$ cat config.mk
export PLATFORM = sky130hd
export DESIGN_NAME = keypad_led_process_image
export DESIGN_NICKNAME = d
export VERILOG_FILES = /design/src/keypad_image_pkg.sv /design/src/lamp_colour_decode.sv /design/src/process_image_inputs.sv /design/src/keypad_led_process_image.sv
export SDC_FILE = /design/constraint.sdc
export NUM_CORES = 1
export LEC_CHECK = 0
export BUFFER_PORTS_ARGS = -buffer_cell sky130_fd_sc_hd__buf_4
export CAP_MARGIN = 25
export CORE_UTILIZATION = 45
export DETAILED_ROUTE_END_ITERATION = 6
export HOLD_SLACK_MARGIN = 0.1
export PLACE_DENSITY_LB_ADDON = 0.25
export REMOVE_ABC_BUFFERS = 1
export SLEW_MARGIN = 20
export SYNTH_ARGS = -nofsm -noshare
export SYNTH_HDL_FRONTEND = slang
export SYNTH_SLANG_ARGS = --single-unit
$ cat constraint.sdc
create_clock -name pclk -period 1.9 [get_ports pclk]
set_input_delay 0.19 -clock pclk [delete_from_list [all_inputs] [get_ports pclk]]
set_output_delay 0.19 -clock pclk [all_outputs]
set_load 0.01 [all_outputs]
$ cat src/keypad_image_pkg.sv
// Purpose: shared constants and types for the keypad process image block
// Assumes: apb slave with 32-bit data, one register per aligned word
// Notes: area offsets are register indices, byte address is base plus four times index
package keypad_image_pkg;

    // ----------------------------------------------------------------
    // image geometry
    // ----------------------------------------------------------------
    localparam int BYTE_W = 8;
    localparam int LED_COUNT = 8;
    localparam int DATA_W = 32;

    // ----------------------------------------------------------------
    // register indices within each area
    // ----------------------------------------------------------------
    localparam int IDX_KEY_STATE = 'h0;
    localparam int IDX_INPUT_LEVEL = 'h1;
    localparam int IDX_RED_LED = 'h0;
    localparam int IDX_GREEN_LED = 'h1;
    localparam int IDX_BLUE_LED = 'h2;
    localparam int IDX_OUTPUT_LEVEL = 'h3;

    // ----------------------------------------------------------------
    // area bases and byte addresses
    // ----------------------------------------------------------------
    localparam logic [7:0] IN_AREA_BASE = 8'h00;
    localparam logic [7:0] OUT_AREA_BASE = 8'h10;
    localparam logic [7:0] COLOUR_STATE_ADDR = 8'h20;
    localparam logic [7:0] KEY_STATE_ADDR = 8'(IN_AREA_BASE + 4 * IDX_KEY_STATE);
    localparam logic [7:0] INPUT_LEVEL_ADDR = 8'(IN_AREA_BASE + 4 * IDX_INPUT_LEVEL);
    localparam logic [7:0] RED_LED_ADDR = 8'(OUT_AREA_BASE + 4 * IDX_RED_LED);
    localparam logic [7:0] GREEN_LED_ADDR = 8'(OUT_AREA_BASE + 4 * IDX_GREEN_LED);
    localparam logic [7:0] BLUE_LED_ADDR = 8'(OUT_AREA_BASE + 4 * IDX_BLUE_LED);
    localparam logic [7:0] OUTPUT_LEVEL_ADDR = 8'(OUT_AREA_BASE + 4 * IDX_OUTPUT_LEVEL);

    // ----------------------------------------------------------------
    // reset values
    // ----------------------------------------------------------------
    localparam logic [7:0] OUT_BYTE_RESET = 8'h00;
    localparam logic [7:0] IN_BYTE_RESET = 8'h00;
    localparam logic [31:0] RDATA_RESET = 32'h0000_0000;

    // ----------------------------------------------------------------
    // colour field of the readback register, three bits per led
    // ----------------------------------------------------------------
    localparam int COLOUR_FIELD_W = 3;

    typedef enum logic [2:0] {
        lamp_off,
        lamp_red,
        lamp_green,
        lamp_blue,
        lamp_yellow,
        lamp_white
    } lamp_colour_t;

endpackage : keypad_image_pkg

$ cat src/lamp_colour_decode.sv
// Purpose: decode one led's colour bits into a lamp colour and its drives
// Assumes: purely combinational, registered by the caller
// Notes: mixed blue combinations other than white are forced dark
`timescale 1ns/100ps
`default_nettype none
module lamp_colour_decode
    import keypad_image_pkg::*;
(
    input wire logic red_bit,
    input wire logic green_bit,
    input wire logic blue_bit,
    output lamp_colour_t colour,
    output logic red_drive,
    output logic green_drive,
    output logic blue_drive
);

    // ----------------------------------------------------------------
    // colour table
    // ----------------------------------------------------------------
    always_comb begin
        unique case ({red_bit, green_bit, blue_bit})
            3'b100: colour = lamp_red;
            3'b010: colour = lamp_green;
            3'b001: colour = lamp_blue;
            3'b110: colour = lamp_yellow;
            3'b111: colour = lamp_white;
            3'b000, 3'b101, 3'b011: colour = lamp_off;
        endcase
    end

    // off wins: a dark colour drives no element at all
    assign red_drive = (colour != lamp_off) && red_bit;
    assign green_drive = (colour != lamp_off) && green_bit;
    assign blue_drive = (colour != lamp_off) && blue_bit;

endmodule : lamp_colour_decode
`default_nettype wire

$ cat src/process_image_inputs.sv
// Purpose: capture key states and input levels into the standard input image
// Assumes: inputs synchronous to pclk
// Notes: fail-safe channels never reach this image
`timescale 1ns/100ps
`default_nettype none
module process_image_inputs
    import keypad_image_pkg::*;
#(
    parameter int WIDTH = LED_COUNT
) (
    input wire logic pclk,
    input wire logic presetn,
    input wire logic [WIDTH-1:0] pushbutton_state,
    input wire logic [WIDTH-1:0] switch_input_level,
    output logic [WIDTH-1:0] key_image,
    output logic [WIDTH-1:0] level_image
);

    typedef struct packed {
        logic [WIDTH-1:0] keys;
        logic [WIDTH-1:0] levels;
    } in_state_t;

    in_state_t state_q;
    in_state_t state_d;

    // elaboration refuses widths that do not fit one image byte
    if (WIDTH < 1 || WIDTH > BYTE_W) begin : g_bad_width
        $error("image width must be 1 to 8");
    end

    // ----------------------------------------------------------------
    // image capture
    // ----------------------------------------------------------------
    always_comb begin
        state_d = state_q;
        state_d.keys = pushbutton_state;
        state_d.levels = switch_input_level;
    end

    always_ff @(posedge pclk or negedge presetn) begin
        if (!presetn) begin
            state_q <= '0;
        end else begin
            state_q <= state_d;
        end
    end

    assign key_image = state_q.keys;
    assign level_image = state_q.levels;

    // the release edge itself still resets, so only edges seen out of reset are checked
    a_image_follows_keys: assert property (@(posedge pclk) disable iff (!presetn)
        presetn |=> key_image == $past(pushbutton_state) && level_image == $past(switch_input_level))
        else $error("input image does not follow its own pins");

endmodule : process_image_inputs
`default_nettype wire

$ cat src/keypad_led_process_image.sv
// Purpose: apb view of the standard-mode process image of an operator keypad
// Assumes: apb with zero wait states, pclk 125 MHz, inputs synchronous to pclk
// Notes: led drives follow the written colour bytes one cycle later
`timescale 1ns/100ps
`default_nettype none
module keypad_led_process_image
    import keypad_image_pkg::*;
#(
    parameter int ADDR_W = 8,
    parameter int LEDS = LED_COUNT
) (
    input wire logic pclk,
    input wire logic presetn,
    input wire logic psel,
    input wire logic penable,
    input wire logic pwrite,
    input wire logic [ADDR_W-1:0] paddr,
    input wire logic [DATA_W-1:0] pwdata,
    input wire logic [3:0] pstrb,
    output logic [DATA_W-1:0] prdata,
    output logic pready,
    output logic pslverr,
    input wire logic [LEDS-1:0] pushbutton_state,
    input wire logic [LEDS-1:0] switch_input_level,
    output logic [LEDS-1:0] led_red_drive,
    output logic [LEDS-1:0] led_green_drive,
    output logic [LEDS-1:0] led_blue_drive,
    output logic [LEDS-1:0] switched_output_level
);

    // ----------------------------------------------------------------
    // state
    // ----------------------------------------------------------------
    typedef struct packed {
        logic [LEDS-1:0] red;
        logic [LEDS-1:0] green;
        logic [LEDS-1:0] blue;
        logic [LEDS-1:0] dout;
        logic [LEDS-1:0] drv_red;
        logic [LEDS-1:0] drv_green;
        logic [LEDS-1:0] drv_blue;
        logic [DATA_W-1:0] rdata;
        logic err;
    } out_state_t;

    out_state_t state_q;
    out_state_t state_d;

    logic [LEDS-1:0] key_image;
    logic [LEDS-1:0] level_image;
    logic [LEDS-1:0] dec_red;
    logic [LEDS-1:0] dec_green;
    logic [LEDS-1:0] dec_blue;
    logic [LEDS*COLOUR_FIELD_W-1:0] colour_word;
    logic setup_phase;
    logic write_take;
    logic mapped;
    logic writable;

    // elaboration refuses sizes the map and the byte lanes cannot hold
    if (ADDR_W < 6 || ADDR_W > 32) begin : g_bad_addr_w
        $error("address width must be 6 to 32");
    end
    if (LEDS < 1 || LEDS > BYTE_W) begin : g_bad_leds
        $error("led count must be 1 to 8");
    end

    // ----------------------------------------------------------------
    // address decode
    // ----------------------------------------------------------------
    function automatic logic hit(input logic [ADDR_W-1:0] a, input logic [7:0] byte_addr);
        return a == ADDR_W'(byte_addr);
    endfunction : hit

    assign setup_phase = psel && !penable;
    assign pready = psel && penable;
    assign write_take = pready && pwrite;
    assign writable = hit(paddr, RED_LED_ADDR) || hit(paddr, GREEN_LED_ADDR)
        || hit(paddr, BLUE_LED_ADDR) || hit(paddr, OUTPUT_LEVEL_ADDR);
    assign mapped = writable || hit(paddr, KEY_STATE_ADDR) || hit(paddr, INPUT_LEVEL_ADDR)
        || hit(paddr, COLOUR_STATE_ADDR);

    // ----------------------------------------------------------------
    // input image
    // ----------------------------------------------------------------
    process_image_inputs #(
        .WIDTH(LEDS)
    ) u_inputs (
        .pclk(pclk),
        .presetn(presetn),
        .pushbutton_state(pushbutton_state),
        .switch_input_level(switch_input_level),
        .key_image(key_image),
        .level_image(level_image)
    );

    // ----------------------------------------------------------------
    // per-led colour decode
    // ----------------------------------------------------------------
    for (genvar i = 0; i < LEDS; i++) begin : g_led
        lamp_colour_decode u_decode (
            .red_bit(state_q.red[i]),
            .green_bit(state_q.green[i]),
            .blue_bit(state_q.blue[i]),
            .colour(colour_word[i*COLOUR_FIELD_W +: COLOUR_FIELD_W]),
            .red_drive(dec_red[i]),
            .green_drive(dec_green[i]),
            .blue_drive(dec_blue[i])
        );
    end

    // ----------------------------------------------------------------
    // next state
    // ----------------------------------------------------------------
    always_comb begin
        state_d = state_q;
        // registered drives keep glitches of the decode off the lamp pins
        state_d.drv_red = dec_red;
        state_d.drv_green = dec_green;
        state_d.drv_blue = dec_blue;
        // read data is caught in setup so that access answers at once
        if (setup_phase) begin
            state_d.rdata = RDATA_RESET;
            state_d.err = !mapped || (pwrite && !writable);
            if (!pwrite) begin
                if (hit(paddr, KEY_STATE_ADDR)) begin
                    state_d.rdata[LEDS-1:0] = key_image;
                end
                if (hit(paddr, INPUT_LEVEL_ADDR)) begin
                    state_d.rdata[LEDS-1:0] = level_image;
                end
                if (hit(paddr, RED_LED_ADDR)) begin
                    state_d.rdata[LEDS-1:0] = state_q.red;
                end
                if (hit(paddr, GREEN_LED_ADDR)) begin
                    state_d.rdata[LEDS-1:0] = state_q.green;
                end
                if (hit(paddr, BLUE_LED_ADDR)) begin
                    state_d.rdata[LEDS-1:0] = state_q.blue;
                end
                if (hit(paddr, OUTPUT_LEVEL_ADDR)) begin
                    state_d.rdata[LEDS-1:0] = state_q.dout;
                end
                if (hit(paddr, COLOUR_STATE_ADDR)) begin
                    state_d.rdata[LEDS*COLOUR_FIELD_W-1:0] = colour_word;
                end
            end
        end
        // a write lands only at the access edge and only in lane 0
        if (write_take && pstrb[0]) begin
            if (hit(paddr, RED_LED_ADDR)) begin
                state_d.red = pwdata[LEDS-1:0];
            end
            if (hit(paddr, GREEN_LED_ADDR)) begin
                state_d.green = pwdata[LEDS-1:0];
            end
            if (hit(paddr, BLUE_LED_ADDR)) begin
                state_d.blue = pwdata[LEDS-1:0];
            end
            if (hit(paddr, OUTPUT_LEVEL_ADDR)) begin
                state_d.dout = pwdata[LEDS-1:0];
            end
        end
    end

    always_ff @(posedge pclk or negedge presetn) begin
        if (!presetn) begin
            state_q.red <= OUT_BYTE_RESET[LEDS-1:0];
            state_q.green <= OUT_BYTE_RESET[LEDS-1:0];
            state_q.blue <= OUT_BYTE_RESET[LEDS-1:0];
            state_q.dout <= OUT_BYTE_RESET[LEDS-1:0];
            state_q.drv_red <= '0;
            state_q.drv_green <= '0;
            state_q.drv_blue <= '0;
            state_q.rdata <= RDATA_RESET;
            state_q.err <= 1'b0;
        end else begin
            state_q <= state_d;
        end
    end

    // ----------------------------------------------------------------
    // outputs
    // ----------------------------------------------------------------
    assign prdata = state_q.rdata;
    assign pslverr = pready && state_q.err;
    assign led_red_drive = state_q.drv_red;
    assign led_green_drive = state_q.drv_green;
    assign led_blue_drive = state_q.drv_blue;
    assign switched_output_level = state_q.dout;

    // ----------------------------------------------------------------
    // checks
    // ----------------------------------------------------------------
    logic written_q;

    always_ff @(posedge pclk or negedge presetn) begin
        if (!presetn) begin
            written_q <= 1'b0;
        end else if (write_take && writable) begin
            written_q <= 1'b1;
        end
    end

    a_key_byte_read: assert property (@(posedge pclk) disable iff (!presetn)
        setup_phase && !pwrite && hit(paddr, KEY_STATE_ADDR)
        |=> prdata[LEDS-1:0] == $past(key_image) && pready)
        else $error("key byte read does not show the key image");

    a_level_byte_read: assert property (@(posedge pclk) disable iff (!presetn)
        setup_phase && !pwrite && hit(paddr, INPUT_LEVEL_ADDR)
        |=> prdata[LEDS-1:0] == $past(level_image) && !pslverr)
        else $error("level byte read does not show the input levels");

    // colour readback is caught in setup like every other read
    a_colour_state_read: assert property (@(posedge pclk) disable iff (!presetn)
        setup_phase && !pwrite && hit(paddr, COLOUR_STATE_ADDR)
        |=> prdata[LEDS*COLOUR_FIELD_W-1:0] == $past(colour_word))
        else $error("colour state read does not show the decoded colours");

    a_red_write_lands: assert property (@(posedge pclk) disable iff (!presetn)
        write_take && pstrb[0] && hit(paddr, RED_LED_ADDR)
        |=> state_q.red == $past(pwdata[LEDS-1:0]))
        else $error("red byte write did not land");

    a_green_write_lands: assert property (@(posedge pclk) disable iff (!presetn)
        write_take && pstrb[0] && hit(paddr, GREEN_LED_ADDR)
        |=> state_q.green == $past(pwdata[LEDS-1:0]))
        else $error("green byte write did not land");

    a_blue_write_lands: assert property (@(posedge pclk) disable iff (!presetn)
        write_take && pstrb[0] && hit(paddr, BLUE_LED_ADDR)
        |=> state_q.blue == $past(pwdata[LEDS-1:0]))
        else $error("blue byte write did not land");

    a_dout_write_pins: assert property (@(posedge pclk) disable iff (!presetn)
        write_take && pstrb[0] && hit(paddr, OUTPUT_LEVEL_ADDR)
        |=> switched_output_level == $past(pwdata[LEDS-1:0]))
        else $error("digital output pins do not follow byte 3");

    a_white_all_on: assert property (@(posedge pclk) disable iff (!presetn)
        (state_q.red & state_q.green & state_q.blue) != '0
        |=> (led_red_drive & led_green_drive & led_blue_drive) == $past(state_q.red & state_q.green & state_q.blue))
        else $error("white combination not driving all three elements");

    // per-led checks: a fault in one decoder slice must not hide behind led 0
    for (genvar j = 0; j < LEDS; j++) begin : g_led_check
        a_red_only_red: assert property (@(posedge pclk) disable iff (!presetn)
            state_q.red[j] && !state_q.green[j] && !state_q.blue[j]
            |=> led_red_drive[j] && !led_green_drive[j] && !led_blue_drive[j])
            else $error("red combination not shown as red");

        a_yellow_two_on: assert property (@(posedge pclk) disable iff (!presetn)
            state_q.red[j] && state_q.green[j] && !state_q.blue[j]
            |=> led_red_drive[j] && led_green_drive[j] && !led_blue_drive[j])
            else $error("yellow combination not driving red and green");

        a_mixed_blue_off: assert property (@(posedge pclk) disable iff (!presetn)
            (state_q.blue[j] && (state_q.red[j] ^ state_q.green[j]))
            |=> !led_red_drive[j] && !led_green_drive[j] && !led_blue_drive[j])
            else $error("forbidden colour combination lit a led");
    end

    a_reset_dark: assert property (@(posedge pclk) disable iff (!presetn)
        !written_q |-> led_red_drive == '0 && led_green_drive == '0
        && led_blue_drive == '0 && switched_output_level == '0)
        else $error("outputs not dark before the first write");

    a_ro_write_refused: assert property (@(posedge pclk) disable iff (!presetn)
        write_take && hit(paddr, KEY_STATE_ADDR)
        |-> pslverr ##1 $stable(state_q.red) && $stable(state_q.dout))
        else $error("write to input image not refused");

    c_colour_write: cover property (@(posedge pclk) disable iff (!presetn)
        write_take && hit(paddr, GREEN_LED_ADDR) ##2 led_green_drive != '0);

    c_key_read: cover property (@(posedge pclk) disable iff (!presetn)
        pready && !pwrite && hit(paddr, KEY_STATE_ADDR) && prdata != '0);

    c_yellow_lamp: cover property (@(posedge pclk) disable iff (!presetn)
        (led_red_drive & led_green_drive & ~led_blue_drive) != '0);

    c_white_lamp: cover property (@(posedge pclk) disable iff (!presetn)
        (led_red_drive & led_green_drive & led_blue_drive) != '0);

    c_unmapped_err: cover property (@(posedge pclk) disable iff (!presetn)
        pready && pslverr && !mapped);

endmodule : keypad_led_process_image
`default_nettype wire

==> results of run 1 <==
[layer usage]
| layer | vias to the layer above | wire (microns) |
|---|---|---|
| met5 | - | 0 |
| met4 | 0 | 114 |
| met3 | 8 | 624 |
| met2 | 119 | 5040 |
| met1 | 1682 | 4900 |
| li1 | 1665 | - |
[area by class of cell]
class                      instances  area [sq um]  area share (%)
clock buffer                      13           149            2.55
timing repair buffer             155          1240            21.2
inverter                          13          48.8           0.835
tap                              136           170            2.91
clock inverter                     2          15.0           0.257
multi-input combinational        251          1800            30.7
sequential                        97          2430            41.5
[kinds of logic after synthesis]
kind of cell	after synthesis	synth area share (%)
XOR/XNOR	1	0.181
buffers and inverters	98	13.1
flip-flops	97	50.2
adder cells (fa/ha/maj)	8	2.07
other	1	0.0776
multiplexers	45	10.2
AND/OR/NAND/NOR	104	11.1
AO/OA/AOI/OAI	85	13.1
[cells in the mapped netlist, drive strengths merged, types with 9 or more instances]
master	count	area, sq um
nand2	33	124
nor2	28	108
clkbuf	16	60.1
mux2	32	360
buf	69	524
nor2b	9	56.3
dfrtp	97	2430
a21oi	14	70.1
mux2i	13	130
inv	13	48.8
o21ai	16	80.1
[worst max-delay path, stage by stage, from the launching register on]
cell and delay, ns:
dfrtp_1 0.40, inv_1 0.10, ha_1 0.29, mux2_2 0.30
a22o_2 0.23, a221o_1 0.31
[worst paths after layout]
| path | startpoint | to | slack, ns | cells past startpoint |
|---|---|---|---|---|
| setup / recovery | state_q[75] | prdata[6] | 0.15 | 5 |
| hold / removal | paddr[6] | state_q[0] | 0.29 | 4 |
| max in group asynchronous | presetn | prdata[0] | 0.85 | 3 |
| hold reg to reg | prdata[9] | prdata[9] | 0.48 | 2 |
| setup reg to reg | state_q[75] | prdata[6] | 0.15 | 5 |
| min in group asynchronous | presetn | led_red_drive[4] | 0.36 | 2 |
[where the power goes]
| group | leakage (nW) | switching [W] | internal, W |
|---|---|---|---|
| registers | 1.28 | 0.0000164 | 0.00209 |
| logic | 1.47 | 0.000183 | 0.000165 |
| clock network | 0.0757 | 0.000651 | 0.000507 |
[through the flow]
step / hold WS (ns) / TNS, ns / instance area [sq um] / utilization [%] / setup WS [ns]
2_1_floorplan: -0.106 / -0.606 / 4270 / - / -0.121
3_3_place_gp: 0.213 / 0 / 5430 / 52.4 / 0.0481
3_5_place_dp: 0.218 / 0 / 5430 / 52.4 / 0.0271
4_1_cts: 0.272 / 0 / 5850 / 56.4 / 0.162
5_1_grt: 0.298 / 0 / 5850 / 56.4 / 0.0935
6_report: 0.286 / 0 / 5850 / 56.4 / 0.154
[registers in the layout (all words and copies together), names as in the netlist]
signal                 count
state_q                   25
prdata                    24
led_blue_drive             8
led_green_drive            8
led_red_drive              8
switched_output_level      8
u_inputs.key_image         8
u_inputs.level_image       8
==> results.sh, run 1 <==
export IMPL_status="completed"
export IMPL_clockRootBuffer="clkbuf_8"
export IMPL_wl_mm=10.7
export IMPL_globalRouteOverflowTotal=0
export IMPL_stdcell_count=667
export IMPL_postRouteAntennaNets=0
export IMPL_ys_flop_type="dfrtp_1"
export IMPL_required_ns=2.14
export IMPL_clk_path_buf_depth=2
export IMPL_fp_dieW_microns=106
export IMPL_yosysSeqAreaShare_pct=50.2
export IMPL_wl_per_cell_microns=16.0
export IMPL_portBuffers=95
export IMPL_via_per_inst=5.21
export IMPL_nNetsFinal=600
export IMPL_drt_iter0_drc=223
export IMPL_drtPass1Iterations=4
export IMPL_crit_type="flop to flop"
export IMPL_cp_max_fo=4
export IMPL_ctsResizeCount=0
export IMPL_fin_skew_ns=0.00836
export IMPL_cts_post_setup_buffers_inserted=0
export IMPL_final_common_cell="buf_4"
export IMPL_cts_htree_levels=3
export IMPL_relSlewSlack_pct=62.2
export IMPL_drcViolationCount=0
export IMPL_die_y_microns=106
export IMPL_grt_pass1_wl_mm=17.3
export IMPL_mostFrequentLayoutCells="129 x buf_4, 97 x dfrtp_1, 33 x nand2_1, 32 x mux2_2, 27 x nor2_1"
export IMPL_grt_max_degree=45
export IMPL_finalCritPeriodShare_pct=91.9
export IMPL_syn_area_sq_um=4830
export IMPL_power_leakage_nw=2.83
export IMPL_start_kind="flop"
export IMPL_min_period_ns=1.75
export IMPL_worst_slew_pin_transition_ns=0.566
export IMPL_grt_usage_pct=20.4
export IMPL_grt_pass1_vias=3397
export IMPL_clock_sinks=97
export IMPL_dp_cells=627
export IMPL_fillers=940
export IMPL_hold_viol_final=0
export IMPL_core_sq_um=10400
export IMPL_postCtsHoldBufs=25
export IMPL_clkLatencyLatePin_ns=0.36
export IMPL_synthToLayoutAreaGrowth_pct=21.0
export IMPL_clk_pin_slew_worst_paths_ns=0.09
export IMPL_place_congestion=0.952
export IMPL_synth_seq_cells=97
export IMPL_synth_distinct_cells=53
export IMPL_diodes=0
export IMPL_grt_busiest_layer="met2"
export IMPL_hold_class="input port to flop"
export IMPL_cts_tree="done"
export IMPL_dpl_hpwl_mm=7.93
export IMPL_yosys_warnings=0
export IMPL_ios=131
export IMPL_syn_inst=439
export IMPL_ir_worst_vdd_uv=373
export IMPL_rsz0062_at_grt="no"
export IMPL_use_met3_pct=5.38
export IMPL_worstPathArrival_ns=1.99
export IMPL_dieArea_sq_um=11200
export IMPL_setup_viol=0
export IMPL_num_vias=3474
export IMPL_start_util_pct=46.6
export IMPL_postSynth_asyncResetShare_pct=100
export IMPL_post_route_cells_drive_above_1_share_pct=35.2
export IMPL_antenna_found_initial=0
export IMPL_grt_met2_usage_pct=32.6
export IMPL_cts_buffers=9
export IMPL_drv_cap=0
export IMPL_synth_avg_cell_area_sq_um=11.0
export IMPL_p_per_area_nw_per_um2=619
export IMPL_synth_edff_count=0
export IMPL_fmax_mhz=573
export IMPL_fp_row_count=37
export IMPL_cp_end_kind="flop"
export IMPL_gr_usage_met1_pct=28.0
export IMPL_p_total_w=0.00362
export IMPL_drv_slew=0
Note: power is estimated with default switching activity, not from simulation.
==> run 2: changes to the inputs <==
--- a/config.mk
+++ b/config.mk
@@ -7,7 +7,9 @@
 export LEC_CHECK = 0
 export BUFFER_PORTS_ARGS = -buffer_cell sky130_fd_sc_hd__buf_4
 export CAP_MARGIN = 25
-export CORE_UTILIZATION = 45
+export CELL_PAD_IN_SITES_DETAIL_PLACEMENT = 0
+export CELL_PAD_IN_SITES_GLOBAL_PLACEMENT = 1
+export CORE_UTILIZATION = 41
 export DETAILED_ROUTE_END_ITERATION = 6
 export HOLD_SLACK_MARGIN = 0.1
 export PLACE_DENSITY_LB_ADDON = 0.25
==> run 2 against run 1 <==
- sequential share of layout area down 1.2 points
- die area up 9.6%
- clock skew down 0.0019 ns
- total power up 25%
- first-iteration DRC count up 11%
- combinational power about the same
- clock power up 78%
- utilization down 3.8 points
- non-clock buffer count down 2
- highest routed layer unchanged
==> results.sh, run 2 (synthesis gave the netlist of run 1 again) <==
export IMPL_setup_viol=0
export IMPL_clk_path_buf_depth=2
export IMPL_drt_iter0_drc=247
export IMPL_grt_met2_usage_pct=30.4
export IMPL_place_congestion=0.845
export IMPL_rsz0062_at_grt="no"
export IMPL_final_common_cell="buf_4"
export IMPL_post_place_ws_ns=0.0619
export IMPL_cp_end_kind="flop"
export IMPL_post_route_cells_drive_above_1_share_pct=36.0
export IMPL_p_per_area_nw_per_um2=751
export IMPL_cellInternalPower_w=0.00358
export IMPL_rr_worst_depth=5
export IMPL_portBuffers=95
export IMPL_largest_register_ffs=25
export IMPL_r2r_slack_ns=0.17
export IMPL_reg2reg_from="state_q[75]"
export IMPL_ir_worst_vdd_uv=571
export IMPL_start_util_pct=42.1
export IMPL_power_leakage_nw=2.92
export IMPL_crit_type="flop to flop"
export IMPL_cts_tree="done"
export IMPL_drv_slew=0
export IMPL_drcViolationCount=0
export IMPL_regMostFlops="state_q"
export IMPL_grt_max_degree=56
export IMPL_grt_busiest_layer="met2"
export IMPL_wl_per_cell_microns=16.7
export IMPL_postRouteAntennaNets=0
export IMPL_status="completed"
export IMPL_gr_usage_met1_pct=26.8
export IMPL_hold_viol_final=0
export IMPL_path_buf_inv=1
export IMPL_cp_max_fo=4
export IMPL_cp_cell_sequence="inv_1 > ha_1 > mux2_2 > a22o_2 > a221o_1"
export IMPL_min_period_ns=1.73
export IMPL_dpl_hpwl_mm=8.22
export IMPL_clkLatencyLatePin_ns=0.34
export IMPL_fin_skew_ns=0.00646
export IMPL_ios=131
export IMPL_critPathSlowestCell="dfrtp_1"
export IMPL_antenna_found_initial=0
export IMPL_path_delay_family="compound AO/OA/AOI/OAI gates"
export IMPL_fin_util_pct=52.5
export IMPL_grt_pass1_vias=3506
export IMPL_cts_htree_levels=3
export IMPL_nNetsFinal=598
export IMPL_clock_sinks=97
export IMPL_hold_path_startpoint="pwdata[7]"
export IMPL_ctsResizeCount=0
export IMPL_fp_row_count=39
export IMPL_hold_class="input port to flop"
export IMPL_slowest_delay_ns=0.38
export IMPL_grt_pass1_wl_mm=18.6
export IMPL_pwr_share_comb_pct=7.7
export IMPL_use_met3_pct=5.71
export IMPL_reg2reg_to="prdata[6]"
export IMPL_mostFrequentLayoutCells="129 x buf_4, 97 x dfrtp_1, 33 x nand2_1, 32 x mux2_2, 27 x nor2_1"
export IMPL_start_kind="flop"
export IMPL_die_y_microns=111
export IMPL_sw_frac_of_total_pct=20.9
export IMPL_worstPathArrival_ns=1.96
export IMPL_via_per_inst=5.19
export IMPL_min_to="state_q[72]"
export IMPL_finalCritPeriodShare_pct=91.2
export IMPL_drtPass1Iterations=4
export IMPL_wl_mm=11.2
export IMPL_synthToLayoutAreaGrowth_pct=24.7
export IMPL_seq_power_share_pct=46.7
export IMPL_stdcell_count=673
export IMPL_globalRouteOverflowTotal=0
export IMPL_fmax_mhz=577
export IMPL_grt_usage_pct=19.7
export IMPL_diodes=0
export IMPL_p_clk_share_pct=45.7
export IMPL_final_setup_worst_slack_ns=0.168
export IMPL_clockRootBuffer="clkbuf_16"
export IMPL_fp_dieW_microns=111
export IMPL_p_sw_w=0.000947
export IMPL_core_sq_um=11500
export IMPL_num_vias=3491
export IMPL_postCtsHoldBufs=22
export IMPL_clk_pin_slew_worst_paths_ns=0.06
export IMPL_dp_cells=635
export IMPL_required_ns=2.13
export IMPL_cts_buffers=9
export IMPL_cts_post_setup_buffers_inserted=0
export IMPL_dieArea_sq_um=12200
export IMPL_holdPathStages=2
export IMPL_drv_cap=0
-- run 2: changes by cell type in the layout (fill, tap and decap cells not counted), sizes merged --
cell | previous run | this run
clkinv | 0 | 1
clkinvlp | 2 | 1
buf | 130 | 131
bufinv | 0 | 3
clkbuf | 13 | 11
dlygate4sd3 | 25 | 22
-- run 2: worst max-delay path by stage --
stage	start	depth (start not counted)	to
floorplan	paddr[1]	4	state_q[66]
global placement	paddr[2]	7	prdata[14]
detailed placement	paddr[5]	6	prdata[4]
CTS	state_q[75]	5	prdata[6]
global route	state_q[75]	5	prdata[6]
finish	state_q[75]	5	prdata[6]
-- run 2: per-layer routing --
metal  up-vias  part of all wire [%]  wire length (microns)
met5         -                     0                      0
met4         0                   1.5                    171
met1      1703                    45                   5090
met2       120                    47                   5320
met3        12                   5.8                    654
li1       1656                     -                      -
-- run 2: power by group through the flow --
stage          clock network, W  registers [W]  logic [W]
2_1_floorplan                 0        0.00215   0.000103
3_3_place_gp                  0        0.00215   0.000310
3_5_place_dp                  0        0.00215   0.000314
4_1_cts                 0.00212        0.00211   0.000351
5_1_grt                 0.00221        0.00211   0.000386
6_report                0.00207        0.00211   0.000347
-- run 2: worst reg2reg max path, cell delays in order, from the launching register on --
cell and delay (ns):
dfrtp_1 0.38, inv_1 0.09, ha_1 0.29, mux2_2 0.30
a22o_2 0.23, a221o_1 0.32
-- run 2: stage by stage --
step	cell area (sq um)	power [W]	TNS [ns]	hold slack [ns]
after floorplan	4270	0.00225	-0.606	-0.106
after global placement	5460	0.00246	0	0.0637
after detailed placement	5460	0.00247	0	0.0672
after CTS	6030	0.00458	0	0.104
after global routing	6030	0.00471	0	0.107
final	6030	0.00453	0	0.115
-- run 2: cell type report --
class	count	area [sq um]
well taps	143	179
repair buffers	153	1230
flip-flops and latches	97	2430
inverters	13	48.8
multi-input cells	251	1800
clock buffers	11	243
fillers	1023	5440
clock inverters	5	103
